## config.mk

```make
export PLATFORM = sky130hd
export DESIGN_NAME = gpcfg_port
export DESIGN_NICKNAME = d
export VERILOG_FILES = /design/src/verilog/gpcfg_pkg.sv /design/src/verilog/gpcfg_port.sv /design/src/verilog/gpcfg_sense.sv
export SDC_FILE = /design/constraint.sdc
export NUM_CORES = 1
export LEC_CHECK = 0
export BUFFER_PORTS_ARGS = -buffer_cell sky130_fd_sc_hd__clkbuf_2
export CORE_ASPECT_RATIO = 0.5
export CORE_UTILIZATION = 60
export CTS_CLUSTER_SIZE = 12
export DETAILED_ROUTE_END_ITERATION = 12
export PLACE_DENSITY = 0.86
export SYNTH_ARGS = -nofsm -noshare
export SYNTH_HDL_FRONTEND = slang
export SYNTH_SLANG_ARGS = --single-unit
```

## constraint.sdc

```tcl
create_clock -name core_clk_i -period 6.3 [get_ports core_clk_i]
set_input_delay 1.26 -clock core_clk_i [delete_from_list [all_inputs] [get_ports core_clk_i]]
set_output_delay 1.26 -clock core_clk_i [all_outputs]
set_load 0.01 [all_outputs]
```

## src/verilog/gpcfg_pkg.sv

```systemverilog
// Purpose: shared constants and types for the pin configuration port
// Assumes: AHB-Lite slave, 32-bit words, byte addresses
// Notes: register offsets are local choices
package gpcfg_pkg;
    localparam int NPINS = 8;
    localparam int AW = 8;
    // register byte offsets
    localparam logic [7:0] OFS_MASK = 8'h00;
    localparam logic [7:0] OFS_DIR = 8'h04;
    localparam logic [7:0] OFS_SENSE = 8'h08;
    localparam logic [7:0] OFS_PAD = 8'h0C;
    localparam logic [7:0] OFS_SEL = 8'h10;
    localparam logic [7:0] OFS_CFGRD = 8'h14;
    localparam logic [7:0] OFS_PEND = 8'h18;
    localparam logic [7:0] OFS_INRAW = 8'h1C;
    // write data field positions
    localparam int DIR_LSB = 0;
    localparam int SENSE_LSB = 0;
    localparam int DRV_LSB = 0;
    localparam int PAD_LSB = 4;
    localparam int SEL_LSB = 0;
    // readback layout: dir[1:0] sense[6:4] drive[9:8] pad[14:12]
    localparam int RB_DIR = 0;
    localparam int RB_SENSE = 4;
    localparam int RB_DRV = 8;
    localparam int RB_PAD = 12;
    localparam logic [1:0] HTRANS_NONSEQ = 2'h2;

    typedef enum logic [1:0] {
        dir_sw_input, dir_sw_output, dir_hw_controlled, dir_rsvd
    } gpcfg_dir_t;
    typedef enum logic [2:0] {
        sense_falling, sense_rising, sense_both, sense_low, sense_high,
        sense_rsvd5, sense_rsvd6, sense_rsvd7
    } gpcfg_sense_t;
    typedef enum logic [1:0] {
        drive_low, drive_mid, drive_high, drive_high_slew_limited
    } gpcfg_drive_t;
    typedef enum logic [2:0] {
        pad_push_pull, pad_push_pull_pullup, pad_push_pull_pulldown,
        pad_open_drain, pad_open_drain_pullup, pad_open_drain_pulldown,
        pad_analog, pad_rsvd7
    } gpcfg_pad_t;
    typedef struct packed {
        gpcfg_dir_t dir;
        gpcfg_sense_t sense;
        gpcfg_drive_t drive;
        gpcfg_pad_t pad;
    } gpcfg_pin_t;
    // what the pad cell sees for one pin
    typedef struct packed {
        logic oe_allowed;
        logic hw_ctrl;
        logic open_drain;
        logic pull_up;
        logic pull_down;
        logic analog;
        gpcfg_drive_t drive;
    } gpcfg_padctl_t;

    localparam gpcfg_pin_t PIN_RESET = '{dir_sw_input, sense_falling,
                                         drive_low, pad_push_pull};
endpackage

```

## src/verilog/gpcfg_port.sv

```systemverilog
// Purpose: configuration of one eight-pin general purpose port
// Assumes: AHB-Lite slave, single word transfers, zero wait states
// Notes: pending flags cleared by writing ones to the pending register
//
// Decided for this implementation: the AHB-Lite slave port and the register addresses.
`timescale 1ns/1ps
module gpcfg_port
    import gpcfg_pkg::*;
#(
    parameter int PINS = NPINS
)(
    input wire logic core_clk_i,
    input wire logic resetn_i,
    input wire logic hsel_i,
    input wire logic [31:0] haddr_i,
    input wire logic [1:0] htrans_i,
    input wire logic hwrite_i,
    input wire logic [2:0] hsize_i,
    input wire logic [31:0] hwdata_i,
    input wire logic hready_i,
    output logic [31:0] hrdata_o,
    output logic hreadyout_o,
    output logic hresp_o,
    input wire logic [PINS-1:0] pin_in_i,
    output gpcfg_pkg::gpcfg_padctl_t [PINS-1:0] padctl_o,
    output logic irq_o
);
    import gpcfg_pkg::*;

    gpcfg_pin_t [PINS-1:0] cfg_q, cfg_d;
    logic [PINS-1:0] mask_q, mask_d, pend_q, pend_d;
    logic [2:0] sel_q, sel_d;
    logic wr_q, wr_d;
    logic [AW-1:0] addr_q, addr_d;
    logic [31:0] rdata_q, rdata_d;
    gpcfg_padctl_t [PINS-1:0] padctl_q, padctl_d;
    logic irq_q, irq_d;
    logic [PINS-1:0] hit, lvl;

    function automatic logic [31:0] readback(gpcfg_pin_t p);
        logic [31:0] r;
        r = '0;
        r[RB_DIR +: 2] = p.dir;
        r[RB_SENSE +: 3] = p.sense;
        r[RB_DRV +: 2] = p.drive;
        r[RB_PAD +: 3] = p.pad;
        return r;
    endfunction

    // only pulls and analog reach an input pad; drive and open-drain wait for any direction other than dir_sw_input
    function automatic gpcfg_padctl_t pad_map(gpcfg_pin_t p);
        gpcfg_padctl_t c;
        logic is_out;
        is_out = (p.dir != dir_sw_input);
        c.oe_allowed = (p.dir == dir_sw_output);
        c.hw_ctrl = (p.dir == dir_hw_controlled);
        c.open_drain = is_out & (p.pad inside {pad_open_drain,
            pad_open_drain_pullup, pad_open_drain_pulldown});
        c.pull_up = p.pad inside {pad_push_pull_pullup,
            pad_open_drain_pullup};
        c.pull_down = p.pad inside {pad_push_pull_pulldown,
            pad_open_drain_pulldown};
        c.analog = (p.pad == pad_analog);
        c.drive = is_out ? p.drive : drive_low;
        return c;
    endfunction

    genvar g;
    generate
        for (g = 0; g < PINS; g++) begin : g_pin
            gpcfg_sense u_sense (
                .core_clk_i(core_clk_i),
                .resetn_i(resetn_i),
                .pin_i(pin_in_i[g]),
                .sense_i(cfg_q[g].sense),
                .hit_o(hit[g]),
                .level_o(lvl[g])
            );
        end
    endgenerate

    logic take, do_wr;
    assign take = hsel_i & hready_i & (htrans_i == HTRANS_NONSEQ);
    assign do_wr = wr_q;

    always_comb begin
        cfg_d = cfg_q;
        mask_d = mask_q;
        sel_d = sel_q;
        pend_d = pend_q;
        wr_d = take & hwrite_i;
        addr_d = take ? haddr_i[AW-1:0] : addr_q;
        if (do_wr) begin
            unique case (addr_q)
                OFS_MASK: mask_d = hwdata_i[PINS-1:0];
                OFS_SEL: sel_d = hwdata_i[SEL_LSB +: 3];
                OFS_PEND: pend_d = pend_q & ~hwdata_i[PINS-1:0];
                default: ;
            endcase
            for (int i = 0; i < PINS; i++) begin
                if (mask_q[i]) begin
                    unique case (addr_q)
                        OFS_DIR: cfg_d[i].dir =
                            gpcfg_dir_t'(hwdata_i[DIR_LSB +: 2]);
                        OFS_SENSE: cfg_d[i].sense =
                            gpcfg_sense_t'(hwdata_i[SENSE_LSB +: 3]);
                        OFS_PAD: begin
                            cfg_d[i].drive =
                                gpcfg_drive_t'(hwdata_i[DRV_LSB +: 2]);
                            cfg_d[i].pad =
                                gpcfg_pad_t'(hwdata_i[PAD_LSB +: 3]);
                        end
                        default: ;
                    endcase
                end
            end
        end
        // set wins over a same-cycle clear
        pend_d = pend_d | hit;
        irq_d = |pend_d;
        for (int i = 0; i < PINS; i++) begin
            padctl_d[i] = pad_map(cfg_d[i]);
        end
        rdata_d = '0;
        if (take & ~hwrite_i) begin
            unique case (haddr_i[AW-1:0])
                OFS_MASK: rdata_d[PINS-1:0] = mask_d;
                OFS_SEL: rdata_d[SEL_LSB +: 3] = sel_d;
                OFS_CFGRD: rdata_d = readback(cfg_d[sel_d]);
                OFS_PEND: rdata_d[PINS-1:0] = pend_d;
                OFS_INRAW: rdata_d[PINS-1:0] = lvl;
                OFS_DIR: rdata_d[DIR_LSB +: 2] = cfg_d[sel_d].dir;
                OFS_SENSE: rdata_d[SENSE_LSB +: 3] = cfg_d[sel_d].sense;
                OFS_PAD: rdata_d = readback(cfg_d[sel_d]);
                default: rdata_d = '0;
            endcase
        end
    end

    always_ff @(posedge core_clk_i) begin
        if (!resetn_i) begin
            cfg_q <= {PINS{PIN_RESET}};
            mask_q <= '0;
            sel_q <= '0;
            pend_q <= '0;
            wr_q <= 1'b0;
            addr_q <= '0;
            rdata_q <= '0;
            padctl_q <= {PINS{gpcfg_padctl_t'('0)}};
            irq_q <= 1'b0;
        end else begin
            cfg_q <= cfg_d;
            mask_q <= mask_d;
            sel_q <= sel_d;
            pend_q <= pend_d;
            wr_q <= wr_d;
            addr_q <= addr_d;
            rdata_q <= rdata_d;
            padctl_q <= padctl_d;
            irq_q <= irq_d;
        end
    end

    assign hrdata_o = rdata_q;
    assign hreadyout_o = 1'b1;
    assign hresp_o = 1'b0;
    assign padctl_o = padctl_q;
    assign irq_o = irq_q;

    property p_mask_protect;
        @(posedge core_clk_i) disable iff (!resetn_i)
        (do_wr && addr_q == OFS_DIR && !mask_q[0]) |=> $stable(cfg_q[0].dir);
    endproperty
    a_mask_protect: assert property (p_mask_protect)
        else $error("unselected pin changed");

    property p_pend_set;
        @(posedge core_clk_i) disable iff (!resetn_i)
        hit[0] |=> pend_q[0] && irq_q;
    endproperty
    a_pend_set: assert property (p_pend_set)
        else $error("pending flag or irq missing");

    property p_input_no_drive;
        @(posedge core_clk_i) disable iff (!resetn_i)
        (cfg_q[0].dir == dir_sw_input) |->
            (!padctl_q[0].open_drain && padctl_q[0].drive == drive_low);
    endproperty
    a_input_no_drive: assert property (p_input_no_drive)
        else $error("input pad shows output settings");

    property p_reset_cfg;
        @(posedge core_clk_i) !resetn_i |=> cfg_q[0] == PIN_RESET;
    endproperty
    a_reset_cfg: assert property (p_reset_cfg)
        else $error("reset config wrong");

    property p_hw_mode;
        @(posedge core_clk_i) disable iff (!resetn_i)
        (cfg_q[0].dir == dir_hw_controlled) |->
            (padctl_q[0].hw_ctrl && !padctl_q[0].oe_allowed);
    endproperty
    a_hw_mode: assert property (p_hw_mode)
        else $error("hardware mode not shown on pad");

    // a settled rising input must leave a pending flag one edge later
    property p_rise_pend;
        @(posedge core_clk_i) disable iff (!resetn_i)
        (cfg_q[0].sense inside {sense_rising, sense_both} &&
            $rose(lvl[0])) |=> pend_q[0];
    endproperty
    a_rise_pend: assert property (p_rise_pend)
        else $error("rising input left no pending flag");

    property p_low_pend;
        @(posedge core_clk_i) disable iff (!resetn_i)
        (cfg_q[0].sense == sense_low && !lvl[0]) |=> pend_q[0];
    endproperty
    a_low_pend: assert property (p_low_pend)
        else $error("low level left no pending flag");
endmodule

```

## src/verilog/gpcfg_sense.sv

```systemverilog
// Purpose: per-pin input synchroniser and interrupt sense detector
// Assumes: pin input is asynchronous to core_clk_i
// Notes: three stages; change counts when stages two and three agree
`timescale 1ns/1ps
module gpcfg_sense
    import gpcfg_pkg::*;
(
    input wire logic core_clk_i,
    input wire logic resetn_i,
    input wire logic pin_i,
    input gpcfg_pkg::gpcfg_sense_t sense_i,
    output logic hit_o,
    output logic level_o
);
    logic s1_q, s1_d, s2_q, s2_d, s3_q, s3_d, st_q, st_d, prev_q, prev_d;
    logic hit;

    always_comb begin
        s1_d = pin_i;
        s2_d = s1_q;
        s3_d = s2_q;
        st_d = (s2_q == s3_q) ? s3_q : st_q;
        prev_d = st_q;
    end

    always_ff @(posedge core_clk_i) begin
        if (!resetn_i) begin
            s1_q <= 1'b0;
            s2_q <= 1'b0;
            s3_q <= 1'b0;
            st_q <= 1'b0;
            prev_q <= 1'b0;
        end else begin
            s1_q <= s1_d;
            s2_q <= s2_d;
            s3_q <= s3_d;
            st_q <= st_d;
            prev_q <= prev_d;
        end
    end

    // edges compare with previous sample, levels follow current
    always_comb begin
        unique case (sense_i)
            sense_falling: hit = prev_q & ~st_q;
            sense_rising: hit = ~prev_q & st_q;
            sense_both: hit = prev_q ^ st_q;
            sense_low: hit = ~st_q;
            sense_high: hit = st_q;
            default: hit = 1'b0;
        endcase
    end
    assign hit_o = hit;
    assign level_o = st_q;
endmodule
```

==> results of run 1 <==
-- metal layers --
metal	vias to the layer above	routed length, um
met3	46	2151
met5	-	0
met4	0	520
met2	369	11460
met1	3834	10570
li1	3865	-
-- critical path, delay by kind of cell --
family                 cells  cell delay, ns
AND/OR/NAND/NOR            4            1.60
buffers and inverters      2            0.98
AO/OA/AOI/OAI              3            0.83
-- stage by stage --
stage / utilization (%) / cell area [sq um]
2_1_floorplan: - / 10140
3_3_place_gp: 64.70 / 10610
3_5_place_dp: 64.70 / 10610
4_1_cts: 68.20 / 11180
5_1_grt: 68.20 / 11180
6_report: 68.20 / 11180
-- state kept, by name, summed over array words and instances, names as in the netlist --
name                   count
addr_q                     8
hrdata_o                  13
padctl_o                  64
g_pin.u_sense.s1_q         8
do_wr                      1
pend_q                     8
g_pin.u_sense.level_o      8
g_pin.u_sense.s2_q         8
irq_o                      1
sel_q                      3
cfg_q                     80
g_pin.u_sense.s3_q         8
mask_q                     8
g_pin.u_sense.prev_q       8
-- cell families (layout without fill, tap and decap cells) --
family | after synthesis | in the layout | share of synthesized area [%]
xor gates and xnor gates | 9 | 9 | 0.7831
AOI/OAI and AO/OA | 163 | 163 | 11.18
other | 2 | 21 | 0.07462
muxes | 93 | 93 | 10.50
buffers and inverters | 116 | 174 | 5.395
and+or+nand+nor | 474 | 474 | 25.12
adders and majority gates | 16 | 16 | 1.989
DFF | 226 | 226 | 44.95
-- report_power, final --
| group | internal [mW] | switching (mW) |
|---|---|---|
| Sequential | 1.44 | 0.00586 |
| Combinational | 0.0270 | 0.0494 |
| Clock | 0.623 | 0.510 |
| Total | 2.09 | 0.565 |
-- how the worst max path moves through the flow --
| stage | start | to | slack (ns) | depth (start not counted) |
|---|---|---|---|---|
| after floorplan | hwdata_i[0] | hrdata_o[1] | 3.21 | 10 |
| after global placement | hwdata_i[0] | hrdata_o[6] | 1.78 | 9 |
| after detailed placement | hwdata_i[0] | hrdata_o[6] | 1.69 | 9 |
| after CTS | hwdata_i[0] | hrdata_o[6] | 2.22 | 9 |
| after global routing | hwdata_i[0] | hrdata_o[6] | 1.97 | 9 |
| final | hwdata_i[0] | hrdata_o[6] | 2.05 | 9 |
-- area by class of cell --
type / count / area [sq um]
inverters: 36 / 135.1
fillers: 1276 / 5213
flip-flops and latches: 226 / 4524
multi-input cells: 776 / 5069
repair buffers: 113 / 593.1
clock buffers: 24 / 558.0
clock inverters: 1 / 16.27
well taps: 227 / 284.0
-- cells in the mapped netlist (all sizes together) (5+ instances only) --
master	n	area share, %
dfxtp	226	45
nand2	142	5.4
nor2b	73	4.5
mux2i	67	6.7
nor2	66	2.5
and2	61	3.8
clkbuf	48	1.8
a21boi	44	3.3
inv	36	1.3
nand3	34	1.8
o21ai	34	1.7
buf	32	2.3
a21oi	25	1.2
and3	20	1.2
mux2	18	2.0
ha	16	2.0
or3	13	0.81
nand2b	11	0.68
o22ai	10	0.62
nand3b	9	0.67
nor3	9	0.45
mux4	8	1.8
a31oi	7	0.50
nand4	7	0.44
and3b	6	0.52
nor3b	6	0.45
a311oi	5	0.44
xor2	5	0.44
==> metrics.yaml, run 1 <==
outcome: "finished, final reports clean"
crit_top_cell: "a2111oi_0"
gp_congestion: 0.9595
io_pins: 181
yosys_warnings: 0
hold_viol: 0
dp.cells: 1378
fmax_mhz: 235.4
drv_cap: 0
max-vdd-ir-drop_uv: 153.6
die_area_sq_um: 17330
die_w_um: 185.2
hold_path_depth: 1
drt_wl_total_um: 24700
hpwl_um: 17120
critical_path_class: "in -> reg"
netlist_instances: 1099
clk_path_buf_depth: 3
fin_skew_ns: 0.01021
post-route-min-period_ns: 4.248
setup_ws_ns: 2.052
synthFlopType: "dfxtp_1"
cts_tree: "built"
clk_pin_slew_ns: 0.06
cp_cell_sequence: "clkbuf_2 > nand4_1 > nand2_1 > buf_12 > and3_1 > a2111oi_0 > a2111oi_0 > nor3b_1 > o21ba_1"
worst_path_max_delay_cell: "nand2_1"
viasPerCell: 5.783
finalSetupViolCount: 0
grt_pass1_vias: 7655
hp-start: "g_pin[3].u_sense.s1_q"
num_rows: 33
syn-cell-area_sq_um: 10060
path_max_fanout: 37
synth-async-reset-ratio_pct: 0
end_kind: "flip-flop"
stdcell_count: 1403
grtUsageMet3_pct: 6.620
fin_setup_tns_ns: 0
worstPathRequired_ns: 6.75
antenna_cells: 0
synth_edf_count: 0
use_met2_pct: 48.03
vias: 8114
r2r_slack_ns: 2.63
drc: 0
hp-class: "reg -> reg"
synth_cell_type_count: 64
cts_root_buf: "clkbuf_16"
clk-insertion-delay-late_ns: 0.51
holdBufCountCts: 0
drt-wirelength-per-cell_um: 17.61
syn_area_per_cell_sq_um: 9.158
power_density_nw_per_um2: 237.2
preCtsSetupSlack_ns: 1.691
fin_crit_sh_pct: 67.42
grt_overflow: 0
layout_common_cells: "226 x dfxtp_1, 139 x nand2_1, 107 x clkbuf_2"
hold_ws_ns: 0.4323
reg2reg_from: "addr_q[7]"
crit_path_start_kind: "primary input"
grt_use_met1_pct: 37.59
drive_gt1_share_pct: 15.39
maxSlewViolCount: 0
drtAntennaViolNets: 0
antenna_found_initial: 0
post-cts-setup-buffers: 0
drtPass1Iterations: 9
cts.sinks: 226
numCtsBuffers: 22
start_util_pct: 61.40
relSlewSlack_pct: 30.29
tightest_slew_ns: 1.042
hold_end: "g_pin[3].u_sense.s2_q"
io_buffers: 108
reg2regPathDepth: 9
rsz0062_at_grt: "no"
final_nets: 1273
grt_busiest_layer: "met2"
grt_pass1_wl_um: 39210
slowest_delay_ns: 0.73
htree_num_levels: 1
ys_seq_area_share_pct: 44.95
p_leak_nw: 4.692
core_sq_um: 16390
p_total_mw: 2.652
grt_usage_pct: 28.84
syn2layout_area_growth_pct: 11.08
cts_resized: 0
r2r_end: "hrdata_o[6]"
grt_start_max_net_pins: 105
ys_ff_latch: 226
final_common_cell: "dfxtp_1"
crit_arrival_ns: 4.69
dieHeight_um: 93.58
drt_iter0_drc: 791
Note: power is estimated with default switching activity, not from simulation.
==> inputs of run 2 (changes only) <==
- CORE_UTILIZATION: 60 -> 51
- PLACE_DENSITY: 0.86 -> 0.78
- clock period: 6.3 -> 3.8 ns (I/O delays scaled with it)
==> run 2 against run 1 <==
Non-clock buffer count grew 9. Routed wire length grew 1.3%. Global-route usage shrank 4.5 points. Power grew 67%. Worst setup slack lost 1.3 ns. Die area grew 17%. Cell area grew 0.96%. Clock-buffer cell count is the same. First-iteration DRC count shrank 19%. Sequential power grew 66%. Clock skew grew 0.0048 ns. Register-to-register slack lost 1.9 ns.
==> metrics.yaml, run 2 (synthesized netlist as in run 1, its figures left out) <==
outcome: "finished, final reports clean"
numCtsBuffers: 22  # unchanged
layout_common_cells: "226 x dfxtp_1, 139 x nand2_1, 107 x clkbuf_2"
cts_tree: "built"
grt_pass1_wl_um: 39910  # +1.8%
holdBufCountCts: 0  # unchanged
largest_reg_flops: 80  # unchanged
crit_path_start_kind: "flip-flop"
max-vdd-ir-drop_uv: 283.9  # +85%
antenna_cells: 0  # unchanged
num_rows: 35  # +6.1%
p_sw_share_pct: 21.74  # +0.43 points
power_density_nw_per_um2: 391.9  # +65%
hpwl_um: 17640  # +3.0%
io_pins: 181  # unchanged
finalSetupViolCount: 0  # unchanged
p_total_mw: 4.424  # +67%
cts.sinks: 226  # unchanged
p_leak_nw: 4.733  # +0.88%
maxSlewViolCount: 0  # unchanged
grt_usage_pct: 24.36  # -4.5 points
post-cts-setup-buffers: 0  # unchanged
worstPathRequired_ns: 4.22  # -2.53 ns
tightest_slew_ns: 0.6966  # -0.3453 ns
path_max_fanout: 20  # -46%
antenna_found_initial: 1  # +1
dieHeight_um: 101.3  # +8.3%
register_area_sq_um: 4524  # unchanged
drt-wirelength-per-cell_um: 17.33  # -1.6%
hold_viol: 0  # unchanged
placed_cell_area_sq_um: 10710  # +1.0%
preCtsSetupSlack_ns: 0.8008  # -0.8907 ns
vias: 8000  # -1.4%
relSlewSlack_pct: 53.56  # +23 points
core_sq_um: 18870  # +15%
post-route-cell-area_sq_um: 11290  # +0.96%
critical_path_class: "reg -> reg"
rsz0062_at_grt: "no"
final_common_cell: "dfxtp_1"
io_buffers: 108  # unchanged
pwr-share-clk_pct: 43.0  # +0.3 points
die_w_um: 200.7  # +8.4%
clk_pin_slew_ns: 0.06  # about the same
clk_path_buf_depth: 3  # unchanged
drtPass1Iterations: 5  # -4
fin_crit_sh_pct: 81.37
grt_pass1_vias: 7700  # +0.59%
utilization_pct: 59.80  # -8.4 points
fmax_mhz: 323.4
syn2layout_area_growth_pct: 12.15
die_area_sq_um: 20330  # +17%
clk-insertion-delay-late_ns: 0.51  # about the same
drc: 0  # unchanged
post-route-min-period_ns: 3.092
fillerInstances: 1612  # +26%
regMostFlops: "cfg_q"
grt_start_max_net_pins: 86  # -18%
drt_wl_total_um: 25020  # +1.3%
fin_setup_tns_ns: 0  # unchanged
cts_root_buf: "clkbuf_16"
drtAntennaViolNets: 0  # unchanged
drt_iter0_drc: 641  # -19%
final_nets: 1282  # +0.71%
cts_resized: 0  # unchanged
internal_power_mw: 3.462  # +66%
start_util_pct: 53.32  # -8.1 points
end_kind: "flip-flop"
power_frac_comb_pct: 2.9  # about the same
drive_gt1_share_pct: 16.03  # +0.64 points
gp_congestion: 0.9608  # +0.14%
htree_num_levels: 1  # unchanged
viasPerCell: 5.540  # -4.2%
grt_overflow: 0  # unchanged
multi_input_area_sq_um: 5069  # unchanged
fin_skew_ns: 0.01497  # +0.004765 ns
p_sw_mw: 0.9618  # +70%
drv_cap: 0  # unchanged
pwr-share-seq_pct: 54.1  # -0.3 points
crit_arrival_ns: 3.51  # -1.18 ns
hp-class: "reg -> reg"
setup_ws_ns: 0.7078  # -1.344 ns
[run 2: cell types whose count changed in the layout (fill, tap and decap cells not counted)]
cell / delta
buf_4: +9
[run 2: final timing paths]
path | startpoint | end | slack [ns] | cells past startpoint
setup / recovery | addr_q[7] | hrdata_o[0] | 0.71 | 8
hold / removal | g_pin[1].u_sense.s1_q | g_pin[1].u_sense.s2_q | 0.43 | 1
setup reg to reg | addr_q[7] | hrdata_o[0] | 0.71 | 8
hold reg to reg | g_pin[1].u_sense.s1_q | g_pin[1].u_sense.s2_q | 0.43 | 1
[run 2: routing by layer]
| metal | up-vias | GRT usage, % | share of wire [%] |
|---|---|---|---|
| li1 | 3872 | - | - |
| met1 | 3795 | 32.52 | 45 |
| met2 | 277 | 40.65 | 45 |
| met3 | 54 | 4.633 | 7.8 |
| met4 | 2 | 7.046 | 2.4 |
| met5 | - | 0 | 0.060 |
[run 2: final cells by class]
cell class | instances | share of cell area, %
well taps | 259 | 2.871
flip-flops and latches | 226 | 40.08
multi-input cells | 776 | 44.91
clock buffers | 24 | 4.944
clock inverters | 1 | 0.1441
inverters | 36 | 1.197
repair buffers | 122 | 5.853
[run 2: power by group through the flow]
| stage | combinational (mW) | sequential (mW) | clock (mW) |
|---|---|---|---|
| after global placement | 0.124 | 2.44 | 0 |
| after CTS | 0.128 | 2.39 | 1.92 |
| after global routing | 0.140 | 2.39 | 2.02 |
| after floorplan | 0.101 | 2.44 | 0 |
| after detailed placement | 0.127 | 2.44 | 0 |
| final | 0.129 | 2.39 | 1.90 |
[run 2: worst max-delay path, cell delays in order (launching register included)]
cell	delay, ns
dfxtp_1	0.36
nor4b_4	0.59
nand3_4	0.21
mux2_2	0.58
o221ai_1	0.21
a222oi_1	0.39
nor2_1	0.10
or3_1	0.36
a21oi_1	0.19
[run 2: stage by stage]
step           std cells  hold slack [ns]
2_1_floorplan       1118           0.4119
3_3_place_gp        1419           0.4142
3_5_place_dp        1419           0.4179
4_1_cts             1444           0.4387
5_1_grt             1444           0.4451
6_report            1444           0.4311
